### src/logic/gpms_defines.svh
// Timing constants and encodings for the power mode sequencer
`ifndef GPMS_DEFINES_SVH
`define GPMS_DEFINES_SVH
`define GPMS_CLK_HZ 10000000
`define GPMS_TOGGLE_MS 200
`define GPMS_TOGGLE_CYC ((`GPMS_CLK_HZ / 1000) * `GPMS_TOGGLE_MS)
`define GPMS_SHUT_MS 1000
`define GPMS_SHUT_CYC ((`GPMS_CLK_HZ / 1000) * `GPMS_SHUT_MS)
`define GPMS_STARTUP_MS 1000
`define GPMS_STARTUP_CYC ((`GPMS_CLK_HZ / 1000) * `GPMS_STARTUP_MS)
`define GPMS_SEC_CYC `GPMS_CLK_HZ
`define GPMS_PPS_OFS_NS 620
`define GPMS_PPS_OFS_CYC ((`GPMS_PPS_OFS_NS + 99) / 100)
`define GPMS_PPS_WIDTH_CYC 1000000
`define GPMS_TIME_MSG_MS 300
`define GPMS_TIME_MSG_CYC ((`GPMS_CLK_HZ / 1000) * `GPMS_TIME_MSG_MS)
`define GPMS_HIB_DLY_CYC 1000
`define GPMS_PTF_SEC 7200
`define GPMS_FAST_DIV 5
`define GPMS_CMD_FAST 4'h6
`define GPMS_CMD_SLOW 4'h7
`define GPMS_CMD_SHUT 4'h1
`endif

### src/logic/gpms_pkg.sv
// Types shared by both ends of the power mode link
package gpms_pkg;
    typedef enum logic [2:0] {
        GPMS_OFF, GPMS_FULL, GPMS_SHUTDOWN, GPMS_HIBERNATE, GPMS_PTF_SLEEP
    } gpms_mode_e;
    typedef enum logic [2:0] {
        GPMS_H_START, GPMS_H_IDLE, GPMS_H_PULSE, GPMS_H_WAIT, GPMS_H_CMD
    } gpms_host_e;
    typedef logic [3:0] gpms_cmd_t;
endpackage

### src/logic/gpms_if.sv
// Link between the receiver power sequencer and its host controller
`timescale 1ns/10ps
interface gpms_if;
    logic toggle;
    logic cmd_valid;
    logic [3:0] cmd_code;
    logic wake_indicator_out;
    logic second_pulse_out;
    logic time_msg;
    logic nav_tick;
    logic supply_on;
    modport device (input toggle, input cmd_valid, input cmd_code,
        input supply_on, output wake_indicator_out,
        output second_pulse_out, output time_msg, output nav_tick);
    modport host (output toggle, output cmd_valid, output cmd_code,
        output supply_on, input wake_indicator_out,
        input second_pulse_out, input time_msg, input nav_tick);
endinterface

### src/logic/gpms_device.sv
// Receiver end: power modes, second pulse, time message and nav rate
//
// Contract
// RQ1: Host starts shutdown by 200ms pulse or command
// RQ2: Shutdown finishes within 1s; supply held
// RQ3: Host never drops supply while running; host drops it on power_en_i low once idle and hold_r is zero
// RQ4: Toggle pulse requests fix, leaves low power
// RQ5: Push-to-fix sleeps up to 2 hours
// RQ6: Toggle pulse gives fix outside duty cycle
// RQ7: Shutdown pulse or command enters hibernate
// RQ8: Hibernate keeps clock and memory alive
// RQ9: 200ms toggle pulse wakes from hibernate
// RQ10: Second pulse pin is output only
// RQ11: Second pulse 620-710ns after each second
// RQ12: Time message about 300ms after pulse
// RQ13: Nav at 1Hz default, 5Hz on command
// RQ14: Rate command code 6 fast, 7 slow
// RQ15: Host first toggles after wake edge or 1s
// RQ16: Host waits out action before next toggle
// RQ17: Host times pulses from its own clock
`timescale 1ns/10ps
`include "gpms_defines.svh"
module gpms_device import gpms_pkg::*; #(
    parameter int unsigned SEC_CYC = `GPMS_SEC_CYC,
    parameter int unsigned TOGGLE_CYC = `GPMS_TOGGLE_CYC,
    parameter int unsigned SHUT_CYC = `GPMS_SHUT_CYC,
    parameter int unsigned TIME_MSG_CYC = `GPMS_TIME_MSG_CYC,
    parameter int unsigned PPS_WIDTH_CYC = `GPMS_PPS_WIDTH_CYC,
    parameter int unsigned PTF_SEC = `GPMS_PTF_SEC
) (
    input wire logic sys_clk_i,
    input wire logic reset_i,
    gpms_if.device link,
    input wire logic ptf_enable_i,
    output logic [2:0] mode_o,
    output logic fast_rate_o,
    output logic rtc_running_o
);
    // Toggle pin comes from another chip, so it is synchronised first
    logic tog_s1_r, tog_s2_r, tog_s3_r;
    logic [31:0] tog_len_r, tog_len_nxt;
    logic tog_evt;
    gpms_mode_e mode_r, mode_nxt;
    logic [31:0] mcnt_r, mcnt_nxt;
    logic [31:0] rtc_r, rtc_nxt;
    logic [31:0] sec_r, sec_nxt;
    logic [31:0] ptf_r, ptf_nxt;
    logic pps_r, pps_nxt;
    logic [31:0] ppsw_r, ppsw_nxt;
    logic [31:0] msg_r, msg_nxt;
    logic msg_pend_r, msg_pend_nxt;
    logic msg_r_o, msg_o_nxt;
    logic fast_r, fast_nxt;
    logic rtc_run_r, rtc_run_nxt;
    logic nav_r, nav_nxt;
    logic wake_r, wake_nxt;
    logic running;

    always_ff @(posedge sys_clk_i) begin
        if (reset_i) begin
            tog_s1_r <= 1'b0;
            tog_s2_r <= 1'b0;
            tog_s3_r <= 1'b0;
        end else begin
            tog_s1_r <= link.toggle;
            tog_s2_r <= tog_s1_r;
            tog_s3_r <= tog_s2_r;
        end
    end

    // A toggle counts on its falling edge once it was high long enough;
    // half the nominal width is accepted since "about 200ms" is loose
    always_comb begin
        tog_evt = 1'b0;
        tog_len_nxt = tog_len_r;
        if (tog_s2_r) begin
            if (tog_len_r != 32'hffffffff) begin
                tog_len_nxt = tog_len_r + 32'h1;
            end
        end else begin
            tog_len_nxt = 32'h0;
            if (tog_s3_r && tog_len_r >= (TOGGLE_CYC / 2)) begin
                tog_evt = 1'b1; // [RQ4] [RQ6] [RQ9]
            end
        end
    end

    assign running = (mode_r == GPMS_FULL);

    // Power mode state machine
    always_comb begin
        mode_nxt = mode_r;
        mcnt_nxt = mcnt_r;
        ptf_nxt = ptf_r;
        case (mode_r)
            GPMS_OFF: begin
                if (tog_evt) begin
                    mode_nxt = GPMS_FULL;
                end
            end
            GPMS_FULL: begin
                if (tog_evt || (link.cmd_valid &&
                        link.cmd_code == `GPMS_CMD_SHUT)) begin
                    mode_nxt = GPMS_SHUTDOWN; // [RQ1] [RQ7]
                    mcnt_nxt = 32'h0;
                end
            end
            GPMS_SHUTDOWN: begin
                // Half the limit, well inside the 1s bound
                if (mcnt_r >= (SHUT_CYC / 2) - 1) begin
                    mode_nxt = ptf_enable_i ? GPMS_PTF_SLEEP
                                            : GPMS_HIBERNATE; // [RQ2] [RQ7]
                    ptf_nxt = 32'h0;
                end else begin
                    mcnt_nxt = mcnt_r + 32'h1;
                end
            end
            GPMS_HIBERNATE: begin
                if (tog_evt) begin
                    mode_nxt = GPMS_FULL; // [RQ9]
                end
            end
            GPMS_PTF_SLEEP: begin
                if (tog_evt) begin
                    mode_nxt = GPMS_FULL; // [RQ6] [RQ4]
                end else if (sec_r == SEC_CYC - 1) begin
                    if (ptf_r >= PTF_SEC - 1) begin
                        mode_nxt = GPMS_FULL; // [RQ5]
                    end else begin
                        ptf_nxt = ptf_r + 32'h1;
                    end
                end
            end
            default: mode_nxt = GPMS_OFF;
        endcase
        // Supply loss forces the mode to off; the second counter and real-time clock keep counting
        if (!link.supply_on) begin
            mode_nxt = GPMS_OFF; // [RQ3]
        end
    end

    // Second counter and real-time clock keep running in hibernate
    always_comb begin
        sec_nxt = (sec_r == SEC_CYC - 1) ? 32'h0 : sec_r + 32'h1;
        rtc_nxt = (sec_r == SEC_CYC - 1) ? rtc_r + 32'h1 : rtc_r; // [RQ8]
        pps_nxt = pps_r;
        ppsw_nxt = ppsw_r;
        msg_nxt = msg_r;
        msg_pend_nxt = msg_pend_r;
        msg_o_nxt = 1'b0;
        if (running && sec_r == `GPMS_PPS_OFS_CYC - 1) begin
            pps_nxt = 1'b1; // [RQ11] [RQ10]
            ppsw_nxt = 32'h0;
            msg_pend_nxt = 1'b1;
            msg_nxt = 32'h0;
        end else if (pps_r) begin
            // A started pulse runs its full width; only power loss cuts it
            if (ppsw_r >= PPS_WIDTH_CYC - 1 || mode_r == GPMS_OFF) begin
                pps_nxt = 1'b0;
            end else begin
                ppsw_nxt = ppsw_r + 32'h1;
            end
        end
        if (msg_pend_r) begin
            if (!running) begin
                msg_pend_nxt = 1'b0;
            end else if (msg_r >= TIME_MSG_CYC - 1) begin
                msg_pend_nxt = 1'b0;
                msg_o_nxt = 1'b1; // [RQ12]
            end else begin
                msg_nxt = msg_r + 32'h1;
            end
        end
    end

    // Navigation rate and tick
    always_comb begin
        fast_nxt = fast_r;
        nav_nxt = 1'b0;
        if (link.cmd_valid && link.cmd_code == `GPMS_CMD_FAST) begin
            fast_nxt = 1'b1; // [RQ13]
        end else if (link.cmd_valid && link.cmd_code == `GPMS_CMD_SLOW) begin
            fast_nxt = 1'b0; // [RQ13]
        end
        if (mode_r == GPMS_OFF) begin
            fast_nxt = 1'b0;
        end
        if (sec_r % (SEC_CYC / `GPMS_FAST_DIV) == 0) begin
            nav_nxt = running && (fast_r || sec_r == 32'h0); // [RQ13]
        end
        wake_nxt = (mode_r != GPMS_OFF) && link.supply_on;
        // Reported running once the clock has ticked since the receiver left off with supply on
        rtc_run_nxt = wake_nxt && (rtc_run_r || rtc_nxt != rtc_r); // [RQ8]
    end

    always_ff @(posedge sys_clk_i) begin
        if (reset_i) begin
            tog_len_r <= 32'h0;
            mode_r <= GPMS_OFF;
            mcnt_r <= 32'h0;
            rtc_r <= 32'h0;
            sec_r <= 32'h0;
            ptf_r <= 32'h0;
            pps_r <= 1'b0;
            ppsw_r <= 32'h0;
            msg_r <= 32'h0;
            msg_pend_r <= 1'b0;
            msg_r_o <= 1'b0;
            fast_r <= 1'b0;
            rtc_run_r <= 1'b0;
            nav_r <= 1'b0;
            wake_r <= 1'b0;
        end else begin
            tog_len_r <= tog_len_nxt;
            mode_r <= mode_nxt;
            mcnt_r <= mcnt_nxt;
            rtc_r <= rtc_nxt;
            sec_r <= sec_nxt;
            ptf_r <= ptf_nxt;
            pps_r <= pps_nxt;
            ppsw_r <= ppsw_nxt;
            msg_r <= msg_nxt;
            msg_pend_r <= msg_pend_nxt;
            msg_r_o <= msg_o_nxt;
            fast_r <= fast_nxt;
            rtc_run_r <= rtc_run_nxt;
            nav_r <= nav_nxt;
            wake_r <= wake_nxt;
        end
    end

    assign link.second_pulse_out = pps_r; // [RQ10]
    assign link.time_msg = msg_r_o;
    assign link.nav_tick = nav_r;
    assign link.wake_indicator_out = wake_r;
    assign mode_o = mode_r;
    assign fast_rate_o = fast_r;
    assign rtc_running_o = rtc_run_r;
endmodule

### src/flat_wrapper.sv
// flat-port wrapper written by rule: the top's interface ports become plain ports
module gpms_device_flat import gpms_pkg::*;
#(
    parameter int unsigned SEC_CYC = `GPMS_SEC_CYC,
    parameter int unsigned TOGGLE_CYC = `GPMS_TOGGLE_CYC,
    parameter int unsigned SHUT_CYC = `GPMS_SHUT_CYC,
    parameter int unsigned TIME_MSG_CYC = `GPMS_TIME_MSG_CYC,
    parameter int unsigned PPS_WIDTH_CYC = `GPMS_PPS_WIDTH_CYC,
    parameter int unsigned PTF_SEC = `GPMS_PTF_SEC
)
  (sys_clk_i, reset_i, ptf_enable_i, mode_o, fast_rate_o, rtc_running_o, link_toggle, link_cmd_valid, link_cmd_code, link_supply_on, link_wake_indicator_out, link_second_pulse_out, link_time_msg, link_nav_tick);
  gpms_if link_i ();
  input wire logic sys_clk_i;
  input wire logic reset_i;
  input wire logic ptf_enable_i;
  output logic [2:0] mode_o;
  output logic fast_rate_o;
  output logic rtc_running_o;
  input wire logic [$bits(link_i.toggle)-1:0] link_toggle;
  input wire logic [$bits(link_i.cmd_valid)-1:0] link_cmd_valid;
  input wire logic [$bits(link_i.cmd_code)-1:0] link_cmd_code;
  input wire logic [$bits(link_i.supply_on)-1:0] link_supply_on;
  output wire logic [$bits(link_i.wake_indicator_out)-1:0] link_wake_indicator_out;
  output wire logic [$bits(link_i.second_pulse_out)-1:0] link_second_pulse_out;
  output wire logic [$bits(link_i.time_msg)-1:0] link_time_msg;
  output wire logic [$bits(link_i.nav_tick)-1:0] link_nav_tick;
  assign link_i.toggle = link_toggle;
  assign link_i.cmd_valid = link_cmd_valid;
  assign link_i.cmd_code = link_cmd_code;
  assign link_i.supply_on = link_supply_on;
  assign link_wake_indicator_out = link_i.wake_indicator_out;
  assign link_second_pulse_out = link_i.second_pulse_out;
  assign link_time_msg = link_i.time_msg;
  assign link_nav_tick = link_i.nav_tick;
  gpms_device #(.SEC_CYC(SEC_CYC), .TOGGLE_CYC(TOGGLE_CYC), .SHUT_CYC(SHUT_CYC), .TIME_MSG_CYC(TIME_MSG_CYC), .PPS_WIDTH_CYC(PPS_WIDTH_CYC), .PTF_SEC(PTF_SEC)) u_core (.sys_clk_i(sys_clk_i), .reset_i(reset_i), .link(link_i), .ptf_enable_i(ptf_enable_i), .mode_o(mode_o), .fast_rate_o(fast_rate_o), .rtc_running_o(rtc_running_o));
endmodule
### config.mk
export PLATFORM = sky130hd
export DESIGN_NAME = gpms_device_flat
export DESIGN_NICKNAME = d
export VERILOG_FILES = /design/src/logic/gpms_pkg.sv /design/src/logic/gpms_if.sv /design/src/logic/gpms_device.sv /design/src/flat_wrapper.sv
export VERILOG_INCLUDE_DIRS = /design/src /design/src/logic
export SDC_FILE = /design/constraint.sdc
export NUM_CORES = 1
export LEC_CHECK = 0
export BUFFER_PORTS_ARGS = -buffer_cell sky130_fd_sc_hd__buf_4
export CORE_UTILIZATION = 40
export DETAILED_ROUTE_END_ITERATION = 16
export PLACE_DENSITY = 0.62
export SYNTH_ARGS = -nofsm -noshare
export SYNTH_HDL_FRONTEND = slang
export SYNTH_SLANG_ARGS = --single-unit
### constraint.sdc
create_clock -name sys_clk_i -period 24.6 [get_ports sys_clk_i]
set_input_delay 4.92 -clock sys_clk_i [delete_from_list [all_inputs] [get_ports sys_clk_i]]
set_output_delay 4.92 -clock sys_clk_i [all_outputs]
set_load 0.05 [all_outputs]
==> key figures, run 1 <==
Clock tree
  – Resized cells post-CTS: 0
  – Setup bufs post-CTS: 0
  – CTS max path bufs: 3
  – Cts hold-fix bufs: 0
  – Worst-skew pair later-pin latency: 0.51 ns
  – Clk root buf: clkbuf_16
  – TritonCTS clock tree: done
  – Number of clock sinks: between 200 and 250
  – CTS H-tree depth: 1
  – Reg clk slew, reported paths: approximately 0.06 ns
  – Cts bufs inserted: 22

Die
  – Row count: 72
  – Die height: between 200 and 250 microns
  – Placeable core area: approximately 39000 sq um
  – Die X: about 200 microns
  – Die area: between 40000 and 50000 sq um
  – Top-level I/O count: 19
  – Initial Utilization: around two fifths

Route
  – Max layer used: met4
  – Vias: approximately 15000
  – DR WL/cell: ~16 microns
  – Vias/cell: 5.90
  – Met2 WL post-DR: approximately 19 mm
  – Routed Wire Length: 41.1 mm
  – Drt first pass iters: 6
  – Initial drt markers: ~1400
  – Post-DRT Antenna Nets: 0
  – Drt drc: 0
  – Metal-1 WL: between 20 and 25 mm
  – Met3 Wirelength: around 1.6 mm

Cells and area
  – Share of layout cells above drive strength 1: roughly 8.2%
  – Final net count: between 2000 and 2500
  – Design Area, Final: approximately 17000 sq um
  – Commonest non-fill, non-tap cell in the layout: nor2_1
  – Fillers: between 4000 and 5000
  – Highest-count cells in the layout ignoring fill and taps: nor2_1 (291), dfxtp_1 (205), nand2_1 (161)
  – N_diodes: 0
  – Area Overhead vs Synth: 7.08%
  – Final Util: between 40% and 50%

Logic synthesis
  – Sequential share of the synthesized area: between 20 and 30%
  – Predominant post-synthesis flop cell: dfxtp_1
  – Mean post-synth cell area: 7.59 sq um
  – Synth top area cells: dfxtp_1 (26%), nor2_1 (6.8%), xnor2_1 (6.0%), xor2_1 (4.0%), nand2_1 (3.8%)
  – Post-synthesis sequential element count: slightly above 200
  – Yosys Warn Count: 0
  – Mapped Cells: between 2000 and 2500
  – Post-synth net total: between 2000 and 2500
  – Yosys cell types: approximately 120
  – Synthesized cell area: roughly 16000 sq um
  – FFs w/ async S/R, synth: 0%
  – Leading area contributor after synthesis: dfxtp_1
  – Number of synthesized flops with an enable pin: 0
  – Top cell type's share of synthesized area: 25.6%

Global routing
  – Initial antenna violation count: 0
  – Total GRT Usage: between 10% and 20%
  – Global route overflow: 0
  – First-pass GRT wire length: approximately 70 mm
  – Vias in the first global route: about 14000
  – Largest net degree at the start of global routing: about 40

STA
  – Max_slew headroom: a little over a quarter
  – RSZ-0062 raised after global routing: false
  – Post-Route Skew: 0.0189 ns
  – Worst Tran Pin Value: about 1.1 ns
  – Final min period: approximately 16 ns
  – Final worst-path cycle share: between 60% and 70%
  – Fmax: ~60 MHz
  – Hold Vio Cnt, Final: 0
  – Setup TNS: 0 ns
  – Final setup viols: 0
  – Max Slew Vio Count: 0

Power and ir drop
  – Cell area power density: around 38 nW/um^2
  – Logic pwr share: ~1.4%
  – Sequential power share: 50.4%
  – Pint: 0.517 mW
  – VDD IR max: a little under 0.07 mV
  – Sw Share: between 20% and 30%
  – Overall Power: between 0.6 and 0.7 mW
  – Static leakage: approximately 6 nW
  – Net Sw Power: around 0.14 mW
  – Clock power share: about half

Critical path
  – WS Path Type: register to register
  – Crit path max fanout: 18
  – Kind of cell adding the most delay to the critical path: compound AO/OA/AOI/OAI gates
  – Crit end category: register
  – Crit-path slowest cell: a21oi_1
  – Critical Path RT: 25.06 ns
  – Worst Path Buf+Inv: 0
  – Crit path DAT: ~17 ns
  – Most Frequent Cell on Critical Path: nor3_1
  – Crit path launch type: register
  – Crit path largest cell delay: 0.88 ns
  – CP Launch Point: u_core.sec_r[23]
  – Worst r2r src: u_core.sec_r[23]

Flow run
  – Max-Cap Viols: 0

Placement
  – Post-DP Area: 16500 sq um
  – Detailed placer's ending HPWL: between 30 and 40 mm
  – Final GP Congestion: 0.930
  – PortBufs: 18

Run status
  – Status: finished clean

Min path
  – Worst min path class: register to register
  – Worst hold start: u_core.tog_s1_r
[registers in the layout (all words and copies together), names as in the netlist, 3 cells and up]
signal            cells
u_core.tog_len_r     32
u_core.ptf_r         32
u_core.ppsw_r        32
u_core.sec_r         32
u_core.mcnt_r        32
u_core.msg_r         32
u_core.mode_o         3
[kinds of logic after synthesis]
group           share of synthesized area [%]
fa+ha+maj                                1.61
mux                                      2.80
simple gates                             30.6
compound gates                           25.6
buf+inv                                  3.51
flops                                    25.6
xor+xnor                                 10.3
[routing by layer]
layer,track usage (%),vias to the layer above
met1,27.6,7235
met3,1.76,44
met4,4.81,0
met2,32.4,344
li1,-,7765
met5,0,-
[synthesized netlist by cell type, types with 12 or more instances]
cell type	instances
o21a_1	15
nand2b_1	20
xnor2_1	109
a21oi_1	118
o31ai_1	15
inv_1	46
nand4_1	43
xor2_1	74
or3_1	40
o21ai_0	96
or2_2	15
nand2_1	161
buf_2	12
and4_1	13
and3_1	56
mux2i_1	29
nand3_1	100
nor4_1	40
dfxtp_1	205
a211oi_1	19
or4_1	12
o21ai_1	16
a31oi_1	34
o211ai_1	26
clkbuf_1	60
nor2_1	291
nor3_1	68
nor2b_1	24
and2_1	37
[area by class of cell]
type	count	area (sq um)	area share, %
Multi-Input combinational cell	1773	11400	66.2
Timing Repair Buffer	22	165	0.962
Clock inverter	10	73.8	0.430
Sequential cell	205	4100	23.9
Inverter	49	184	1.07
Clock buffer	29	628	3.66
Tap cell	518	648	3.77
[worst paths after layout]
path | cells past startpoint | to | slack, ns
hold / removal | 1 | u_core.tog_s2_r | 0.44
hold reg to reg | 1 | u_core.tog_s2_r | 0.44
setup / recovery | 46 | u_core.link.nav_tick | 8.21
setup reg to reg | 46 | u_core.link.nav_tick | 8.21
[power groups by stage]
stage	Combinational (mW)	Clock, mW	Sequential [mW]
floorplan	0.00687	0	0.340
global placement	0.00959	0	0.341
detailed placement	0.00972	0	0.341
CTS	0.00973	0.329	0.333
global route	0.0108	0.343	0.333
finish	0.00956	0.319	0.333
[worst reg2reg max path: cells and delay by family (launching register included)]
kind            cells  cell delay, ns
simple gates       13            3.87
compound gates     26            9.44
mux                 3            1.01
flops               1            0.53
xor+xnor            4            1.50
[metrics by stage]
stage / setup slack, ns / std cells / hold slack (ns)
after floorplan: 12.08 / 2112 / 0.414
final: 8.21 / 2606 / 0.439
after CTS: 8.43 / 2606 / 0.446
after global placement: 9.07 / 2567 / 0.433
after detailed placement: 8.51 / 2567 / 0.436
after global routing: 6.78 / 2606 / 0.460
Power figures use the tool's default switching activity.
==> run 2: changes to the inputs <==
- PLACE_DENSITY: 0.62 -> 0.64
- clock period: 24.6 -> 14.5 ns (I/O delays scaled with it)
==> run 2 against run 1 <==
Compared with the run above: register-to-register slack got worse by 7.5 ns; power rose by 61%; critical path depth rose by 4; die area did not move; global-route usage rose by 0.055 points; clock power rose by 52%; first-iteration DRC count fell by 16%; hold slack improved by 0.0085 ns; sequential cell count did not move; clock skew fell by 0.0094 ns.
==> key figures, run 2 (synthesized netlist as in run 1, its figures left out) <==
Placement
  – Post-DP Area: 16800 sq um (+2.2%)
  – Placed cells: 2616 (+1.9%)
  – Final GP Congestion: 0.921 (-0.96%)
  – Detailed placer's ending HPWL: 30.8 mm (+0.33%)
  – Dpl ws: -0.0513 ns (-8.56 ns)
  – PortBufs: 18 (unchanged)

Die
  – Die area: 40900 sq um (unchanged)
  – Die height: 202 microns (unchanged)
  – Initial Utilization: 41.0% (unchanged)
  – Placeable core area: 39100 sq um (unchanged)
  – Top-level I/O count: 19 (unchanged)
  – Die X: 202 microns (unchanged)
  – Row count: 72 (unchanged)

STA
  – Final setup viols: 0 (unchanged)
  – Fmax: 72.6 MHz (+19%)
  – Hold Vio Cnt, Final: 0 (unchanged)
  – Max Slew Vio Count: 0 (unchanged)
  – Worst Tran Pin Value: 1.11 ns (+0.00793 ns)
  – Final min period: 13.78 ns (-2.61 ns)
  – Final worst-path cycle share: 95.0% (+28 points)
  – Final WS setup: 0.721 ns (-7.49 ns)
  – Max_slew headroom: 25.8% (-0.53 points)
  – Post-Route Skew: 0.00942 ns (-0.00945 ns)

Clock tree
  – Cts bufs inserted: 21 (-4.5%)
  – Reg clk slew, reported paths: 0.06 ns (about the same)
  – Cts hold-fix bufs: 0 (unchanged)
  – Worst-skew pair later-pin latency: 0.50 ns (about the same)
  – Clk root buf: clkbuf_16
  – CTS H-tree depth: 1 (unchanged)
  – Number of clock sinks: 205 (unchanged)
  – TritonCTS clock tree: done
  – CTS max path bufs: 3 (unchanged)

Global routing
  – Met1 Use GR: 27.6% (about the same)
  – Gr busiest metal: met2
  – Met2 capacity usage during global routing: 32.4% (about the same)
  – Global route overflow: 0 (unchanged)
  – Largest net degree at the start of global routing: 41 (unchanged)
  – First-pass GRT wire length: 70.8 mm (+1.3%)
  – Met3 Use GR: 1.84% (+0.081 points)
  – Initial antenna violation count: 0 (unchanged)
  – Total GRT Usage: 19.8% (+0.055 points)
  – Vias in the first global route: 14600 (+2.8%)

Power and ir drop
  – Overall Power: 1.07 mW (+61%)
  – Cell area power density: 58.8 nW/um^2 (+53%)
  – VDD IR max: 0.0939 mV (+38%)
  – Static leakage: 6.45 nW (+7.1%)

Critical path
  – Crit-path slowest cell: a2111o_1
  – Worst r2r src: u_core.sec_r[31]
  – Crit end category: register
  – Crit path launch type: register
  – Setup slack, reg-to-reg: 0.72 ns (-7.49 ns)
  – WS Path Type: register to register
  – Critical Path RT: 14.94 ns (-10.12 ns)
  – Crit path largest cell delay: 0.52 ns (-0.36 ns)
  – CP Launch Point: u_core.sec_r[31]
  – Crit path DAT: 14.22 ns (-2.63 ns)
  – Most Frequent Cell on Critical Path: buf_4
  – Crit path max fanout: 9 (-9)

Cells and area
  – Final net count: 2167 (+3.6%)
  – N_diodes: 0 (unchanged)
  – Final Util: 46.4% (+2.5 points)
  – Total area of sequential cells: 4120 sq um (+0.37%)
  – Area Overhead vs Synth: 13.2%
  – Design Area, Final: 18200 sq um (+5.7%)
  – Final Instance Count excl. Fillers: 2678 (+2.8%)
  – Fillers: 3887 (-2.8%)
  – Share of layout cells above drive strength 1: 14.2% (+5.9 points)
  – Commonest non-fill, non-tap cell in the layout: nor2_1
  – Highest-count cells in the layout ignoring fill and taps: nor2_1 (290), dfxtp_1 (197), nand2_1 (161)
  – Multi-input gate area: 11900 sq um (+4.3%)

Min path
  – Worst min path class: register to register
  – Worst hold start: u_core.tog_s1_r

Route
  – Vias: 15800 (+2.9%)
  – Drt drc: 0 (unchanged)
  – DR WL/cell: 15.7 microns (-0.41%)
  – Routed Wire Length: 42.0 mm (+2.3%)
  – Initial drt markers: 1163 (-16%)
  – Vias/cell: 5.91 (+0.16%)
  – Post-DRT Antenna Nets: 0 (unchanged)
  – Drt first pass iters: 7 (+1)

Flow run
  – Max-Cap Viols: 0 (unchanged)

Run status
  – Status: finished clean
-- run 2: cell types whose count changed in the layout (fill, tap and decap cells not counted), sizes merged --
| cell | previous run | this run |
|---|---|---|
| buf | 22 | 97 |
| clkinvlp | 5 | 0 |
| clkbuf | 29 | 31 |
| inv | 48 | 46 |
| clkinv | 6 | 7 |
| o32ai | 4 | 5 |
-- run 2: final cells by class --
cell class	instances	share of cell area (%)
Timing Repair Buffer	97	4.08
Multi-Input combinational cell	1774	65.3
Clock buffer	31	3.16
Clock inverter	4	0.152
Inverter	49	1.01
Tap cell	518	3.57
Sequential cell	205	22.7
-- run 2: timing repair --
action | in CTS | in global routing
endpoints found under the hold margin | 0 | 0
cloned | 0 | 1
pin swaps | 1 | 16
setup buffers | 2 | 24
endpoints found under the setup margin | 1 | 1
resized for setup | 5 | 97
-- run 2: critical path: cells and delay by family, from the launching register on --
family	cells	cell delay, ns
adder cells (fa/ha/maj)	1	0.25
multiplexers	2	0.70
AND/OR/NAND/NOR	13	4.04
buffers and inverters	4	0.73
AO/OA/AOI/OAI	28	7.19
XOR/XNOR	2	0.34
flip-flops	1	0.44
-- run 2: layer usage --
metal	wire length, microns	vias up
met5	0	-
met4	826	0
met3	1720	67
met2	19400	378
met1	20000	7491
li1	-	7902
-- run 2: stage by stage --
step	setup TNS [ns]	hold slack [ns]
floorplan	0	0.414
detailed placement	-0.0513	0.439
global placement	0	0.432
CTS	0	0.455
global route	-0.107	0.458
finish	0	0.447
-- run 2: worst paths after layout --
kind         cells after the start                    to
max                             50  u_core.link.nav_tick
min                              1       u_core.tog_s2_r
max reg2reg                     50  u_core.link.nav_tick
min reg2reg                      1       u_core.tog_s2_r
-- run 2: where the power goes --
| group | switching (mW) | internal, mW | total, mW | leakage (nW) |
|---|---|---|---|---|
| combinational | 0.0118 | 0.00459 | 0.0164 | 4.50 |
| clock | 0.212 | 0.273 | 0.486 | 0.293 |
| sequential | 0.00100 | 0.564 | 0.565 | 1.66 |
| total | 0.225 | 0.842 | 1.07 | 6.45 |
